### src/logic/hfs_defs.vh
`ifndef HFS_DEFS_VH
`define HFS_DEFS_VH
// apb byte offsets
`define HFS_REG_CTRL 8'h00
`define HFS_REG_STAT 8'h04
`define HFS_REG_ERR 8'h08
// control register fields and reset value
`define HFS_CTRL_DRY 0
`define HFS_CTRL_RST 1'h0
// clock and time base
`define HFS_CLK_HZ 25000000
`define HFS_TICK_MS 1000
`define HFS_FLASH_MS 100
// durations in seconds, one count per second tick
`define HFS_T_RUNUP 8'h0C
`define HFS_T_VALVE 8'h01
`define HFS_T_NOFLAME 8'h19
`define HFS_T_NOCOMB 8'h0A
`define HFS_T_UV_B 8'h0C
`define HFS_T_UV_E 8'h14
`define HFS_T_RD_B 8'h5A
`define HFS_T_RD_E 8'h78
`define HFS_T_FL_RD 8'h1E
`define HFS_T_XTRA 8'h5A
// event counts
`define HFS_START_TRIES 4'h2
`define HFS_FO_LIMIT 4'h5
`define HFS_START_LOCK 4'h8
`define HFS_FAULT_LIMIT 4'h3
`define HFS_SHORT_PULSES 4'h5
// flash timing in 100 ms units
`define HFS_FL_SHORT 8'h03
`define HFS_FL_LONG 8'h08
`define HFS_FL_GAP 8'h04
`define HFS_FL_PAUSE 8'h0F
// supervisor states
`define HFS_ST_OFF 4'h0
`define HFS_ST_RUNUP 4'h1
`define HFS_ST_IGN 4'h2
`define HFS_ST_FWAIT 4'h3
`define HFS_ST_HEAT 4'h4
`define HFS_ST_CIDLE 4'h5
`define HFS_ST_RDN 4'h6
`define HFS_ST_FRDN 4'h7
`define HFS_ST_HOLD 4'h8
// error numbers
`define HFS_E_NOSTART 4'h1
`define HFS_E_FLAMEOUT 4'h2
`define HFS_E_VOLT 4'h3
`define HFS_E_FOREIGN 4'h4
`define HFS_E_FSENS 4'h5
`define HFS_E_TSENS 4'h6
`define HFS_E_VALVE 4'h7
`define HFS_E_FAN 4'h8
`define HFS_E_PUMP 4'h9
`define HFS_E_LIMIT 4'hA
`define HFS_E_IGN 4'hB
`define HFS_E_LOCK 4'hC
`endif

### src/logic/hfs_supervisor.v
// Chosen here: the APB slave port and the placing of the registers.
`include "hfs_defs.vh"
`default_nettype none
// Summary of operation
// - basic fault: lamp off, fan/pump run-down
// - basic switch-on sensor and valve checks
// - flame before spark is a fault
// - no flame 25 s after start
// - basic: 12 s below supply threshold
// - extended: 20 s below supply threshold
// - no combustion over 10 s
// - basic heating sensor and valve checks
// - extended heating sensor, valve, igniter checks
// - flame 30 s into run-down, 90 s more
// - restart only after switch off then on, overheat excepted
// - extended: count shutdowns, then lockout
// - extended: flash code, 120 s run-down
// - extended switch-on component checks
// - extended start-up pump and dry-run checks
// - overheat closes valve, run-down, auto restart
// - five short, then error-number long flashes
// - error numbers one to twelve
// - no-start after 2, flame-out after 5
// - overheat recorded as flame-out
// - error code sent to timer unit
// - lockout cleared by power loss in start
// - eight starts or five flame-outs lock
// - spark at 12 s, valve 1 s later
module hfs_supervisor #(
    parameter EXTENDED = 1,
    parameter TICK_CYC = `HFS_CLK_HZ / 1000 * `HFS_TICK_MS,
    parameter FLASH_CYC = `HFS_CLK_HZ / 1000 * `HFS_FLASH_MS,
    parameter [7:0] T_RUNUP = `HFS_T_RUNUP,
    parameter [7:0] T_VALVE = `HFS_T_VALVE,
    parameter [7:0] T_NOFLAME = `HFS_T_NOFLAME,
    parameter [7:0] T_NOCOMB = `HFS_T_NOCOMB,
    parameter [7:0] T_RD_B = `HFS_T_RD_B,
    parameter [7:0] T_RD_E = `HFS_T_RD_E,
    parameter [7:0] T_XTRA = `HFS_T_XTRA,
    parameter [7:0] FL_SHORT = `HFS_FL_SHORT,
    parameter [7:0] FL_LONG = `HFS_FL_LONG,
    parameter [7:0] FL_GAP = `HFS_FL_GAP,
    parameter [7:0] FL_PAUSE = `HFS_FL_PAUSE,
    parameter [3:0] FAULT_LIMIT = `HFS_FAULT_LIMIT
) (
    input wire pclk,
    input wire presetn,
    input wire psel,
    input wire penable,
    input wire pwrite,
    input wire [7:0] paddr,
    input wire [31:0] pwdata,
    output reg [31:0] prdata,
    output wire pready,
    output wire pslverr,
    input wire op_switch,
    input wire flame_in,
    input wire supply_low,
    input wire tsens_short,
    input wire tsens_open,
    input wire fsens_short,
    input wire fsens_open,
    input wire valve_short,
    input wire valve_open,
    input wire ign_short,
    input wire ign_open,
    input wire fan_fault,
    input wire pump_fault,
    input wire pump_dry,
    input wire overheat_trip,
    input wire limiter_trip,
    input wire power_loss,
    input wire heat_demand,
    input wire timer_present,
    input wire lock_restore,
    output wire lamp,
    output wire fan_on,
    output wire pump_on,
    output wire spark_on,
    output wire valve_on,
    output reg [3:0] timer_code,
    output reg timer_strobe,
    output wire lock_store
);
    // first free error slot keeps the earliest check in priority
    function [3:0] pick;
        input [3:0] cur;
        input cond;
        input [3:0] code;
        begin
            pick = (cur != 4'h0) ? cur : (cond ? code : 4'h0);
        end
    endfunction

    // saturating one-step increment of a seconds counter
    function [7:0] sinc;
        input [7:0] v;
        begin
            sinc = (v == 8'hFF) ? v : v + 8'h01;
        end
    endfunction

    reg ctrl_dry_q; // dry-run checking enabled
    reg [19:0] s1_q, s2_q, s3_q, in_q; // pin synchroniser and filtered levels
    reg [31:0] tick_cnt_q; // second divider
    reg tick_q; // one-second pulse
    reg [31:0] unit_cnt_q; // flash unit divider
    reg unit_q; // flash unit pulse
    reg [1:0] init_q; // settle count after reset release
    reg [3:0] st_q; // supervisor state
    reg [7:0] sec_q, uv_q, nf_q, rd_lim_q; // second counters and run-down length
    reg xtra_q; // extended run-down already running
    reg [3:0] start_q, lstart_q, fo_q, shut_q; // attempt and failure counts
    reg [3:0] err_q; // last error number
    reg lock_q; // error lockout, mirrored to retained storage
    reg oh_q; // last fault was an overheat trip
    reg sw_off_q; // switch seen off since the fault
    reg lamp_q, fan_q, pump_q, spark_q, valve_q;
    reg [1:0] fl_ph_q; // flash phase: short group, long group
    reg [3:0] fl_n_q; // pulses shown in this phase
    reg [7:0] fl_u_q; // units spent in this half
    reg fl_on_q; // lamp half of a flash pulse

    // filtered pin levels
    wire sw = in_q[0];
    wire flame = in_q[1];
    wire uv = in_q[2];
    wire tsh = in_q[3];
    wire top = in_q[4];
    wire fsh = in_q[5];
    wire fop = in_q[6];
    wire vsh = in_q[7];
    wire vop = in_q[8];
    wire ish = in_q[9];
    wire iop = in_q[10];
    wire mot = in_q[11];
    wire pmp = in_q[12];
    wire dry = in_q[13];
    wire oh = in_q[14];
    wire lim = in_q[15];
    wire ploss = in_q[16];
    wire dem = in_q[17];
    wire tmr = in_q[18];
    wire lkr = in_q[19];

    // apb: zero wait, unmapped offsets answer with pslverr
    wire ext = (EXTENDED != 0);
    wire hit = (paddr == `HFS_REG_CTRL) | (paddr == `HFS_REG_STAT) | (paddr == `HFS_REG_ERR);
    assign pready = 1'b1;
    assign pslverr = psel & penable & ~hit;

    // control register write
    always @(posedge pclk or negedge presetn) begin
        if (!presetn) begin
            ctrl_dry_q <= `HFS_CTRL_RST;
        end else if (psel && penable && pwrite && paddr == `HFS_REG_CTRL) begin
            ctrl_dry_q <= pwdata[`HFS_CTRL_DRY];
        end
    end

    // read data captured in the setup cycle, held for the access cycle
    always @(posedge pclk or negedge presetn) begin
        if (!presetn) begin
            prdata <= 32'h00000000;
        end else if (psel && !penable) begin
            case (paddr)
                `HFS_REG_CTRL: prdata <= {31'h00000000, ctrl_dry_q};
                `HFS_REG_STAT: prdata <= {21'h000000, flame, valve_q, spark_q, lamp_q, pump_q, fan_q, lock_q, st_q};
                `HFS_REG_ERR: prdata <= {16'h0000, fo_q, lstart_q, shut_q, err_q};
                default: prdata <= 32'h00000000;
            endcase
        end
    end

    // three-stage synchroniser; a level counts once stages two and three agree
    always @(posedge pclk or negedge presetn) begin
        if (!presetn) begin
            s1_q <= 20'h00000;
            s2_q <= 20'h00000;
            s3_q <= 20'h00000;
            in_q <= 20'h00000;
        end else begin
            s1_q <= {lock_restore, timer_present, heat_demand, power_loss, limiter_trip, overheat_trip,
                     pump_dry, pump_fault, fan_fault, ign_open, ign_short, valve_open, valve_short,
                     fsens_open, fsens_short, tsens_open, tsens_short, supply_low, flame_in, op_switch};
            s2_q <= s1_q;
            s3_q <= s2_q;
            in_q <= (s2_q & s3_q) | (in_q & (s2_q ^ s3_q));
        end
    end

    // one-second tick and flash unit pulse
    always @(posedge pclk or negedge presetn) begin
        if (!presetn) begin
            tick_cnt_q <= 32'h00000000;
            tick_q <= 1'b0;
            unit_cnt_q <= 32'h00000000;
            unit_q <= 1'b0;
        end else begin
            tick_q <= (tick_cnt_q == TICK_CYC - 1);
            tick_cnt_q <= (tick_cnt_q == TICK_CYC - 1) ? 32'h00000000 : tick_cnt_q + 32'h00000001;
            unit_q <= (unit_cnt_q == FLASH_CYC - 1);
            unit_cnt_q <= (unit_cnt_q == FLASH_CYC - 1) ? 32'h00000000 : unit_cnt_q + 32'h00000001;
        end
    end

    // phase decode
    wire startup = (st_q == `HFS_ST_RUNUP) | (st_q == `HFS_ST_IGN) | (st_q == `HFS_ST_FWAIT);
    wire heating = (st_q == `HFS_ST_HEAT) | (st_q == `HFS_ST_CIDLE);
    wire rundown = (st_q == `HFS_ST_RDN) | (st_q == `HFS_ST_FRDN);
    wire [7:0] uv_lim = ext ? `HFS_T_UV_E : `HFS_T_UV_B;
    wire ns_hit = (st_q == `HFS_ST_FWAIT) & ~flame & (sec_q >= T_NOFLAME);
    wire nf_hit = (st_q == `HFS_ST_HEAT) & (nf_q > T_NOCOMB);
    wire uv_hit = heating & (uv_q >= uv_lim);
    wire ns_end = (start_q + 4'h1 >= `HFS_START_TRIES) | (ext & (lstart_q + 4'h1 >= `HFS_START_LOCK));
    wire fo_end = (fo_q + 4'h1 >= `HFS_FO_LIMIT);
    wire ovh = (startup | heating) & oh;
    reg [3:0] fc; // detected fault number, 0 for none

    // fault detection by phase, earliest check wins
    always @* begin
        fc = 4'h0;
        if (st_q == `HFS_ST_RUNUP) begin
            fc = pick(fc, tsh | top, `HFS_E_TSENS);
            fc = pick(fc, fsh | fop, `HFS_E_FSENS);
            fc = pick(fc, vop | (ext & vsh), `HFS_E_VALVE);
            fc = pick(fc, ext & mot, `HFS_E_FAN);
            fc = pick(fc, ext & (ish | iop), `HFS_E_IGN);
            fc = pick(fc, flame, `HFS_E_FOREIGN);
        end
        if (startup) begin
            fc = pick(fc, ext & (pmp | (dry & ctrl_dry_q)), `HFS_E_PUMP);
            fc = pick(fc, ns_hit & ns_end, `HFS_E_NOSTART);
        end
        if (heating) begin
            fc = pick(fc, uv_hit, `HFS_E_VOLT);
            fc = pick(fc, nf_hit & fo_end, `HFS_E_FLAMEOUT);
            if (ext) begin
                fc = pick(fc, tsh, `HFS_E_TSENS);
                fc = pick(fc, fsh | fop, `HFS_E_FSENS);
                fc = pick(fc, vsh, `HFS_E_VALVE);
                fc = pick(fc, ish | iop, `HFS_E_IGN);
            end else begin
                fc = pick(fc, tsh & (st_q == `HFS_ST_CIDLE), `HFS_E_TSENS);
                fc = pick(fc, top & (st_q == `HFS_ST_HEAT), `HFS_E_TSENS);
                fc = pick(fc, fsh & (st_q == `HFS_ST_HEAT), `HFS_E_FSENS);
                fc = pick(fc, vsh & (st_q == `HFS_ST_HEAT), `HFS_E_VALVE);
            end
        end
        if (startup | heating) begin
            fc = pick(fc, lim, `HFS_E_LIMIT);
            fc = pick(fc, ovh, `HFS_E_FLAMEOUT);
        end
        if (rundown) begin
            fc = pick(fc, flame & ~xtra_q & (sec_q > `HFS_T_FL_RD), `HFS_E_FOREIGN);
        end
    end

    // lockout takes priority over the detected number
    wire lock_go = ext & (fc != 4'h0) & ((shut_q + 4'h1 >= FAULT_LIMIT) | (ns_hit & ns_end &
                   (lstart_q + 4'h1 >= `HFS_START_LOCK)) | ((nf_hit | ovh) & fo_end));
    wire [3:0] fcode = lock_go ? `HFS_E_LOCK : fc;
    wire fault_go = (fc != 4'h0);

    // supervisor sequence
    always @(posedge pclk or negedge presetn) begin
        if (!presetn) begin
            st_q <= `HFS_ST_OFF;
            sec_q <= 8'h00;
            uv_q <= 8'h00;
            nf_q <= 8'h00;
            rd_lim_q <= 8'h00;
            xtra_q <= 1'b0;
            start_q <= 4'h0;
            lstart_q <= 4'h0;
            fo_q <= 4'h0;
            shut_q <= 4'h0;
            err_q <= 4'h0;
            lock_q <= 1'b0;
            oh_q <= 1'b0;
            sw_off_q <= 1'b0;
            init_q <= 2'h0;
            timer_code <= 4'h0;
            timer_strobe <= 1'b0;
        end else begin
            timer_strobe <= 1'b0;
            // retained lockout is taken on the third clock after reset, before the filtered pins have settled
            if (init_q != 2'h3) begin
                init_q <= init_q + 2'h1;
            end
            if (init_q == 2'h2) begin
                lock_q <= lkr;
            end
            // second counters; undervoltage and no-flame need continuous presence
            if (tick_q) begin
                sec_q <= sinc(sec_q);
                uv_q <= (heating & uv) ? sinc(uv_q) : 8'h00;
                nf_q <= ((st_q == `HFS_ST_HEAT) & ~flame) ? sinc(nf_q) : 8'h00;
            end
            if (!heating) begin
                uv_q <= 8'h00;
            end
            if (fault_go) begin
                st_q <= `HFS_ST_FRDN;
                sec_q <= 8'h00;
                if (rundown && fc == `HFS_E_FOREIGN) begin
                    rd_lim_q <= T_XTRA;
                    xtra_q <= 1'b1;
                end else begin
                    rd_lim_q <= ext ? T_RD_E : T_RD_B;
                    xtra_q <= 1'b0;
                end
                err_q <= fcode;
                if (ext && shut_q != 4'hF) begin
                    shut_q <= shut_q + 4'h1;
                end
                if (lock_go) begin
                    lock_q <= 1'b1;
                end
                if (ns_hit) begin
                    lstart_q <= lstart_q + 4'h1;
                end
                if (nf_hit | ovh) begin
                    fo_q <= fo_q + 4'h1;
                end
                oh_q <= ovh;
                sw_off_q <= 1'b0;
                timer_code <= fcode;
                timer_strobe <= tmr;
            end else begin
                case (st_q)
                    `HFS_ST_OFF: begin
                        if (sw && lock_q) begin
                            // locked: error run-down only, no burner
                            st_q <= `HFS_ST_FRDN;
                            sec_q <= 8'h00;
                            rd_lim_q <= T_RD_E;
                            err_q <= `HFS_E_LOCK;
                            sw_off_q <= 1'b0;
                        end else if (sw) begin
                            st_q <= `HFS_ST_RUNUP;
                            sec_q <= 8'h00;
                            start_q <= 4'h0;
                        end
                    end
                    `HFS_ST_RUNUP: begin
                        if (!sw) begin
                            st_q <= `HFS_ST_RDN;
                        end else if (sec_q >= T_RUNUP) begin
                            st_q <= `HFS_ST_IGN;
                        end
                    end
                    `HFS_ST_IGN: begin
                        if (!sw) begin
                            st_q <= `HFS_ST_RDN;
                        end else if (sec_q >= T_RUNUP + T_VALVE) begin
                            st_q <= `HFS_ST_FWAIT;
                        end
                    end
                    `HFS_ST_FWAIT: begin
                        if (!sw) begin
                            st_q <= `HFS_ST_RDN;
                        end else if (flame) begin
                            // spark drops as soon as flame is seen
                            st_q <= `HFS_ST_HEAT;
                            sec_q <= 8'h00;
                            start_q <= 4'h0;
                            lstart_q <= 4'h0;
                            shut_q <= 4'h0;
                        end else if (ns_hit) begin
                            st_q <= `HFS_ST_RUNUP;
                            sec_q <= 8'h00;
                            start_q <= start_q + 4'h1;
                            lstart_q <= lstart_q + 4'h1;
                        end
                    end
                    `HFS_ST_HEAT: begin
                        if (!sw) begin
                            st_q <= `HFS_ST_RDN;
                        end else if (nf_hit) begin
                            // flame-out below the limit: fresh start attempt
                            st_q <= `HFS_ST_RUNUP;
                            sec_q <= 8'h00;
                            fo_q <= fo_q + 4'h1;
                        end else if (!dem) begin
                            st_q <= `HFS_ST_CIDLE;
                        end
                    end
                    `HFS_ST_CIDLE: begin
                        if (!sw) begin
                            st_q <= `HFS_ST_RDN;
                        end else if (dem) begin
                            st_q <= `HFS_ST_RUNUP;
                            sec_q <= 8'h00;
                            start_q <= 4'h0;
                        end
                    end
                    `HFS_ST_RDN: begin
                        if (sw) begin
                            st_q <= `HFS_ST_RUNUP;
                            sec_q <= 8'h00;
                            start_q <= 4'h0;
                        end else if (sec_q >= rd_lim_q) begin
                            st_q <= `HFS_ST_OFF;
                        end
                    end
                    `HFS_ST_FRDN: begin
                        if (!sw) begin
                            sw_off_q <= 1'b1;
                        end
                        if (ploss && sw && lock_q) begin
                            lock_q <= 1'b0;
                        end
                        if (sec_q >= rd_lim_q) begin
                            st_q <= `HFS_ST_HOLD;
                        end
                    end
                    `HFS_ST_HOLD: begin
                        if (!sw) begin
                            sw_off_q <= 1'b1;
                        end
                        if (sw && (sw_off_q || (oh_q && !oh && !lock_q))) begin
                            st_q <= `HFS_ST_OFF;
                            oh_q <= 1'b0;
                        end
                    end
                    default: st_q <= `HFS_ST_OFF;
                endcase
            end
            // normal switch-off: clean run-down, clears the flame-out chain
            if (!fault_go && !sw && (startup || heating)) begin
                sec_q <= 8'h00;
                rd_lim_q <= ext ? T_RD_E : T_RD_B;
                xtra_q <= 1'b0;
                fo_q <= 4'h0;
            end
        end
    end

    // flash code: five short pulses, then err_q long pulses, repeated
    wire fl_run = ext & ~tmr & (st_q == `HFS_ST_FRDN);
    wire [3:0] fl_cnt = (fl_ph_q == 2'h0) ? `HFS_SHORT_PULSES : err_q;
    wire fl_last = (fl_n_q + 4'h1 >= fl_cnt);
    wire [7:0] fl_len = fl_on_q ? ((fl_ph_q == 2'h0) ? FL_SHORT : FL_LONG)
                               : ((fl_last && fl_ph_q != 2'h0) ? FL_PAUSE : FL_GAP);
    always @(posedge pclk or negedge presetn) begin
        if (!presetn) begin
            fl_ph_q <= 2'h0;
            fl_n_q <= 4'h0;
            fl_u_q <= 8'h00;
            fl_on_q <= 1'b0;
        end else if (!fl_run) begin
            fl_ph_q <= 2'h0;
            fl_n_q <= 4'h0;
            fl_u_q <= 8'h00;
            fl_on_q <= 1'b1;
        end else if (unit_q) begin
            if (fl_u_q + 8'h01 >= fl_len) begin
                fl_u_q <= 8'h00;
                fl_on_q <= ~fl_on_q;
                if (!fl_on_q) begin
                    // end of a gap: next pulse, next group, or repeat
                    fl_n_q <= fl_last ? 4'h0 : fl_n_q + 4'h1;
                    if (fl_last) begin
                        fl_ph_q <= (fl_ph_q == 2'h0) ? 2'h1 : 2'h0;
                    end
                end
            end else begin
                fl_u_q <= fl_u_q + 8'h01;
            end
        end
    end

    // actuator and lamp outputs, registered
    always @(posedge pclk or negedge presetn) begin
        if (!presetn) begin
            lamp_q <= 1'b0;
            fan_q <= 1'b0;
            pump_q <= 1'b0;
            spark_q <= 1'b0;
            valve_q <= 1'b0;
        end else begin
            lamp_q <= startup | heating | (fl_run & fl_on_q);
            fan_q <= startup | (st_q == `HFS_ST_HEAT) | rundown;
            pump_q <= startup | heating | rundown;
            spark_q <= ((st_q == `HFS_ST_IGN) | (st_q == `HFS_ST_FWAIT)) & ~flame;
            // hazard: valve must drop at once on overheat, not wait for the fsm
            valve_q <= ((st_q == `HFS_ST_FWAIT) | (st_q == `HFS_ST_HEAT)) & ~oh & ~fault_go;
        end
    end

    assign lamp = lamp_q;
    assign fan_on = fan_q;
    assign pump_on = pump_q;
    assign spark_on = spark_q;
    assign valve_on = valve_q;
    assign lock_store = lock_q;
endmodule // hfs_supervisor
`default_nettype wire

### config.mk
export PLATFORM = sky130hd
export DESIGN_NAME = hfs_supervisor
export DESIGN_NICKNAME = d
export VERILOG_FILES = /design/src/logic/hfs_supervisor.v
export VERILOG_INCLUDE_DIRS = /design/src /design/src/logic
export SDC_FILE = /design/constraint.sdc
export NUM_CORES = 1
export LEC_CHECK = 0
export BUFFER_PORTS_ARGS = -buffer_cell sky130_fd_sc_hd__buf_2
export CAP_MARGIN = 0
export CORE_ASPECT_RATIO = 1.1
export CORE_UTILIZATION = 59
export CTS_CLUSTER_DIAMETER = 200
export DETAILED_ROUTE_END_ITERATION = 8
export GPL_TIMING_DRIVEN = 0
export PLACE_DENSITY = 0.8
export SKIP_CTS_REPAIR_TIMING = 1
export SYNTH_ARGS = -nofsm -noshare
export SYNTH_HDL_FRONTEND = slang
export SYNTH_SLANG_ARGS = --single-unit
### constraint.sdc
create_clock -name pclk -period 4.05 [get_ports pclk]
set_clock_uncertainty 0.05 [all_clocks]
set_input_delay 1.0125 -clock pclk [delete_from_list [all_inputs] [get_ports pclk]]
set_output_delay 1.0125 -clock pclk [all_outputs]
set_load 0.005 [all_outputs]
==> impl_metrics.tcl <==
set metrics [dict create \
    status "complete, no violations" \
    yosysUniqueCellTypes 76 \
    cts_root_buffer "clkbuf_16" \
    core_area_sq_um 18700 \
    synth_top_area_share_pct 53.6 \
    grt_overflow 0 \
    dieWidth_microns 135 \
    setup_ws_ns 0.242 \
    preCtsSetupSlack_ns 0.176 \
    path_delay_family "compound AO/OA/AOI/OAI gates" \
    drc 0 \
    drive_above_1_share_pct 13.2 \
    seq_area_frac_synth_pct 53.6 \
    multi_input_area_sq_um 5000 \
    synthTopCellsByArea "dfrtp_1, ha_1, xnor2_1, nor2_1, nand2_1" \
    finalPower_mw 6.61 \
    design.final.nets 1294 \
    end_kind "flip-flop" \
    critPathMaxStageDelay_ns 0.43 \
    min_path_cells 0 \
    synth_cells 1068 \
    cts_buffer_depth 3 \
    ys_ff_latch 244 \
    synth_area_sq_um 11400 \
    synth_ff_type "dfrtp_1" \
    setup_violations 0 \
    relSlewSlack_pct 25.9 \
    crit_chain "ha_1, ha_1, a21o_1, a21o_1, a21oi_1, nor2_1, mux2_2, ha_1, nand2b_1, a21oi_1, nor2b_1, o21ai_0, nand3_1, o21ai_2, nor2_1, a22o_1" \
    cpMaxStageDelayCell "dfrtp_1" \
    die_area_sq_um 19900 \
    cts_sinks 244 \
    min_to "s2_q[7]" \
    drt_iter0_drc 528 \
    io_buffers 61 \
    leakagePower_nw 6.18 \
    die_h_microns 148 \
    fmax_mhz 263 \
    area_growth_pct 14.0 \
    dp_hpwl_microns 15800 \
    clkTransAtPathRegs_ns 0.07 \
    drtPass1Iterations 5 \
    gp_congestion 0.930 \
    fin_crit_sh_pct 94.0 \
    grtUsageTotal_pct 24.0 \
    numCtsBuffers 25 \
    crit_type "reg -> reg" \
    synth_edf_count 0 \
    via_per_inst 5.72 \
    cts_tree "built" \
    finalHoldViolations 0 \
    layout_min_cycle_time_ns 3.81 \
    worst_path_most_repeated_cell "ha_1" \
    syn_avg_cell_area_sq_um 10.7 \
    placed_cell_area_sq_um 12100 \
    min_path_type "reg -> reg" \
    nFillCells 1373 \
    vdd_drop_max_v 0.000357 \
    r2r_cells 16 \
    critPathLaunch "fl_n_q[0]" \
    power_density_nw_per_um2 508 \
    cp_max_fo 8 \
    antenna_found_initial 0 \
    cp-start-kind "flip-flop" \
    grt_pass1_vias 8128 \
    initial_utilization_pct 61.0 \
    async_reset_ff_share_pct 100 \
    reg2reg_from "fl_n_q[0]" \
    antenna_left 0 \
    seq_area_sq_um 6110 \
    grt_max_degree 111 \
    grt_pass1_wl_microns 38900 \
    htree_levels 1 \
    maxSlewViolCount 0 \
    diodes 0 \
    fp-row-count 52 \
    worstPathArrival_ns 4.17 \
    routed_wl_microns 22800 \
    r2r-end "fl_n_q[3]" \
    yosysWarnings 0 \
    hold_start "s1_q[7]" \
    synth_area_leader_cell "dfrtp_1" \
    path_buf_inv 0 \
    reg2reg_slack_ns 0.24 \
    stdcell_area_sq_um 13000 \
    vias 8218 \
    worst_pin_slew_ns 1.10 \
    maxCapViolCount 0 \
    post_drt_wl_per_cell_microns 15.9 \
    ios 110 \
    cp.required_ns 4.41 \
    clk-insertion-delay-late_ns 0.52 \
]
-- through the flow --
| stage | instances | utilization, % | TNS (ns) | hold slack, ns |
|---|---|---|---|---|
| 4_1_cts | 1436 | 69.6 | 0 | 0.298 |
| 5_1_grt | 1436 | 69.6 | -0.00833 | 0.305 |
| 3_5_place_dp | 1390 | 65.0 | 0 | 0.285 |
| 2_1_floorplan | 1083 | - | 0 | 0.281 |
| 6_report | 1436 | 69.6 | 0 | 0.297 |
| 3_3_place_gp | 1387 | 64.6 | -547.46 | 0.282 |
-- cell usage after synthesis, types with 3 or more instances --
cell,count
o211ai_1,5
nand2_1,90
ha_1,55
a211oi_1,4
nor4b_1,5
nand4_1,13
and2_1,8
nand3_1,57
a22o_1,9
a41oi_1,3
o21ai_0,53
or2_2,7
a21oi_1,27
nor2b_1,17
nand2b_1,14
xnor2_1,47
mux2_2,3
nor3b_1,4
or3_1,10
clkbuf_1,17
nor4_1,10
inv_1,28
nor3_1,20
xor2_1,33
dfrtp_1,244
mux2i_1,4
nand3b_1,4
o31ai_1,17
a31oi_1,5
buf_2,5
o21a_1,9
a22oi_1,15
nor2_1,94
buf_4,17
buf_1,3
o21bai_1,6
a21o_1,27
o22ai_1,5
and3_1,27
-- power breakdown --
group | internal, mW | switching [mW] | total [mW]
sequential | 2.62 | 0.186 | 2.80
clock | 1.40 | 0.928 | 2.32
combinational | 0.553 | 0.926 | 1.48
-- layout make-up --
type                            instances  area share (%)
Sequential cell                       244            47.0
Tap cell                              243            2.34
Timing Repair Buffer                   64            2.94
Multi-Input combinational cell        767            38.5
Buffer                                 44            1.93
Clock inverter                          9           0.818
Inverter                               28           0.809
Clock buffer                           37            5.70
-- worst register-to-register path: cells and delay by family, from the launching register on --
family / cells / cell delay (ns)
multiplexers: 1 / 0.30
AO/OA/AOI/OAI: 7 / 1.35
adder cells (fa/ha/maj): 3 / 0.92
flip-flops: 1 / 0.43
AND/OR/NAND/NOR: 5 / 0.65
-- registers in the layout, summed over array words and instances (netlist names), 8 cells and up --
register and cells:
fl_u_q 8, in_q 20, nf_q 8, prdata 16
s1_q 20, s2_q 20, s3_q 20, sec_q 8
tick_cnt_q 32, unit_cnt_q 32, uv_q 8
-- worst max path at each step --
stage / endpoint / depth (start not counted)
after floorplan: fl_n_q[1] / 16
after CTS: fl_n_q[3] / 16
after detailed placement: fl_n_q[3] / 16
after global routing: fl_n_q[3] / 16
after global placement: unit_cnt_q[13] / 1
final: fl_n_q[3] / 16
-- layer usage --
metal	vias to the layer above	part of all wire (%)	track usage [%]	wire length, microns
li1	3954	-	-	-
met1	4016	44	32.5	10100
met2	203	48	40.1	11100
met3	45	4.9	3.77	1130
met4	0	2.3	7.02	518
met5	-	0	0	0
-- cells by family after synthesis --
logic type                 Yosys count  synth area share, %
AOI/OAI and AO/OA                  205                 12.1
and+or+nand+nor                    403                 18.3
buffers and inverters               72                 3.12
other                                2               0.0659
adders and majority gates           55                 6.04
muxes                                7                0.648
xor gates and xnor gates            80                 6.15
DFF                                244                 53.6
-- layout by cell type (no fill, tap or decap), types with 6 or more instances in the layout --
| master | instances |
|---|---|
| a22o_1 | 9 |
| a21oi_1 | 27 |
| nand2b_1 | 14 |
| xnor2_1 | 47 |
| and2_1 | 8 |
| o21bai_1 | 6 |
| and3_1 | 27 |
| nor3_1 | 20 |
| inv_1 | 28 |
| nor2b_1 | 17 |
| or2_2 | 7 |
| nor4_1 | 10 |
| nor2_1 | 94 |
| buf_2 | 65 |
| dfrtp_1 | 244 |
| o21ai_0 | 53 |
| conb_1 | 17 |
| xor2_1 | 33 |
| o31ai_1 | 17 |
| a21o_1 | 27 |
| a22oi_1 | 15 |
| clkbuf_16 | 25 |
| buf_4 | 17 |
| nand2_1 | 90 |
| nand4_1 | 13 |
| o21a_1 | 9 |
| or3_1 | 10 |
| clkbuf_8 | 7 |
| nand3_1 | 57 |
| ha_1 | 55 |
| clkbuf_1 | 22 |
No activity file was read; power rests on OpenSTA's default activity.
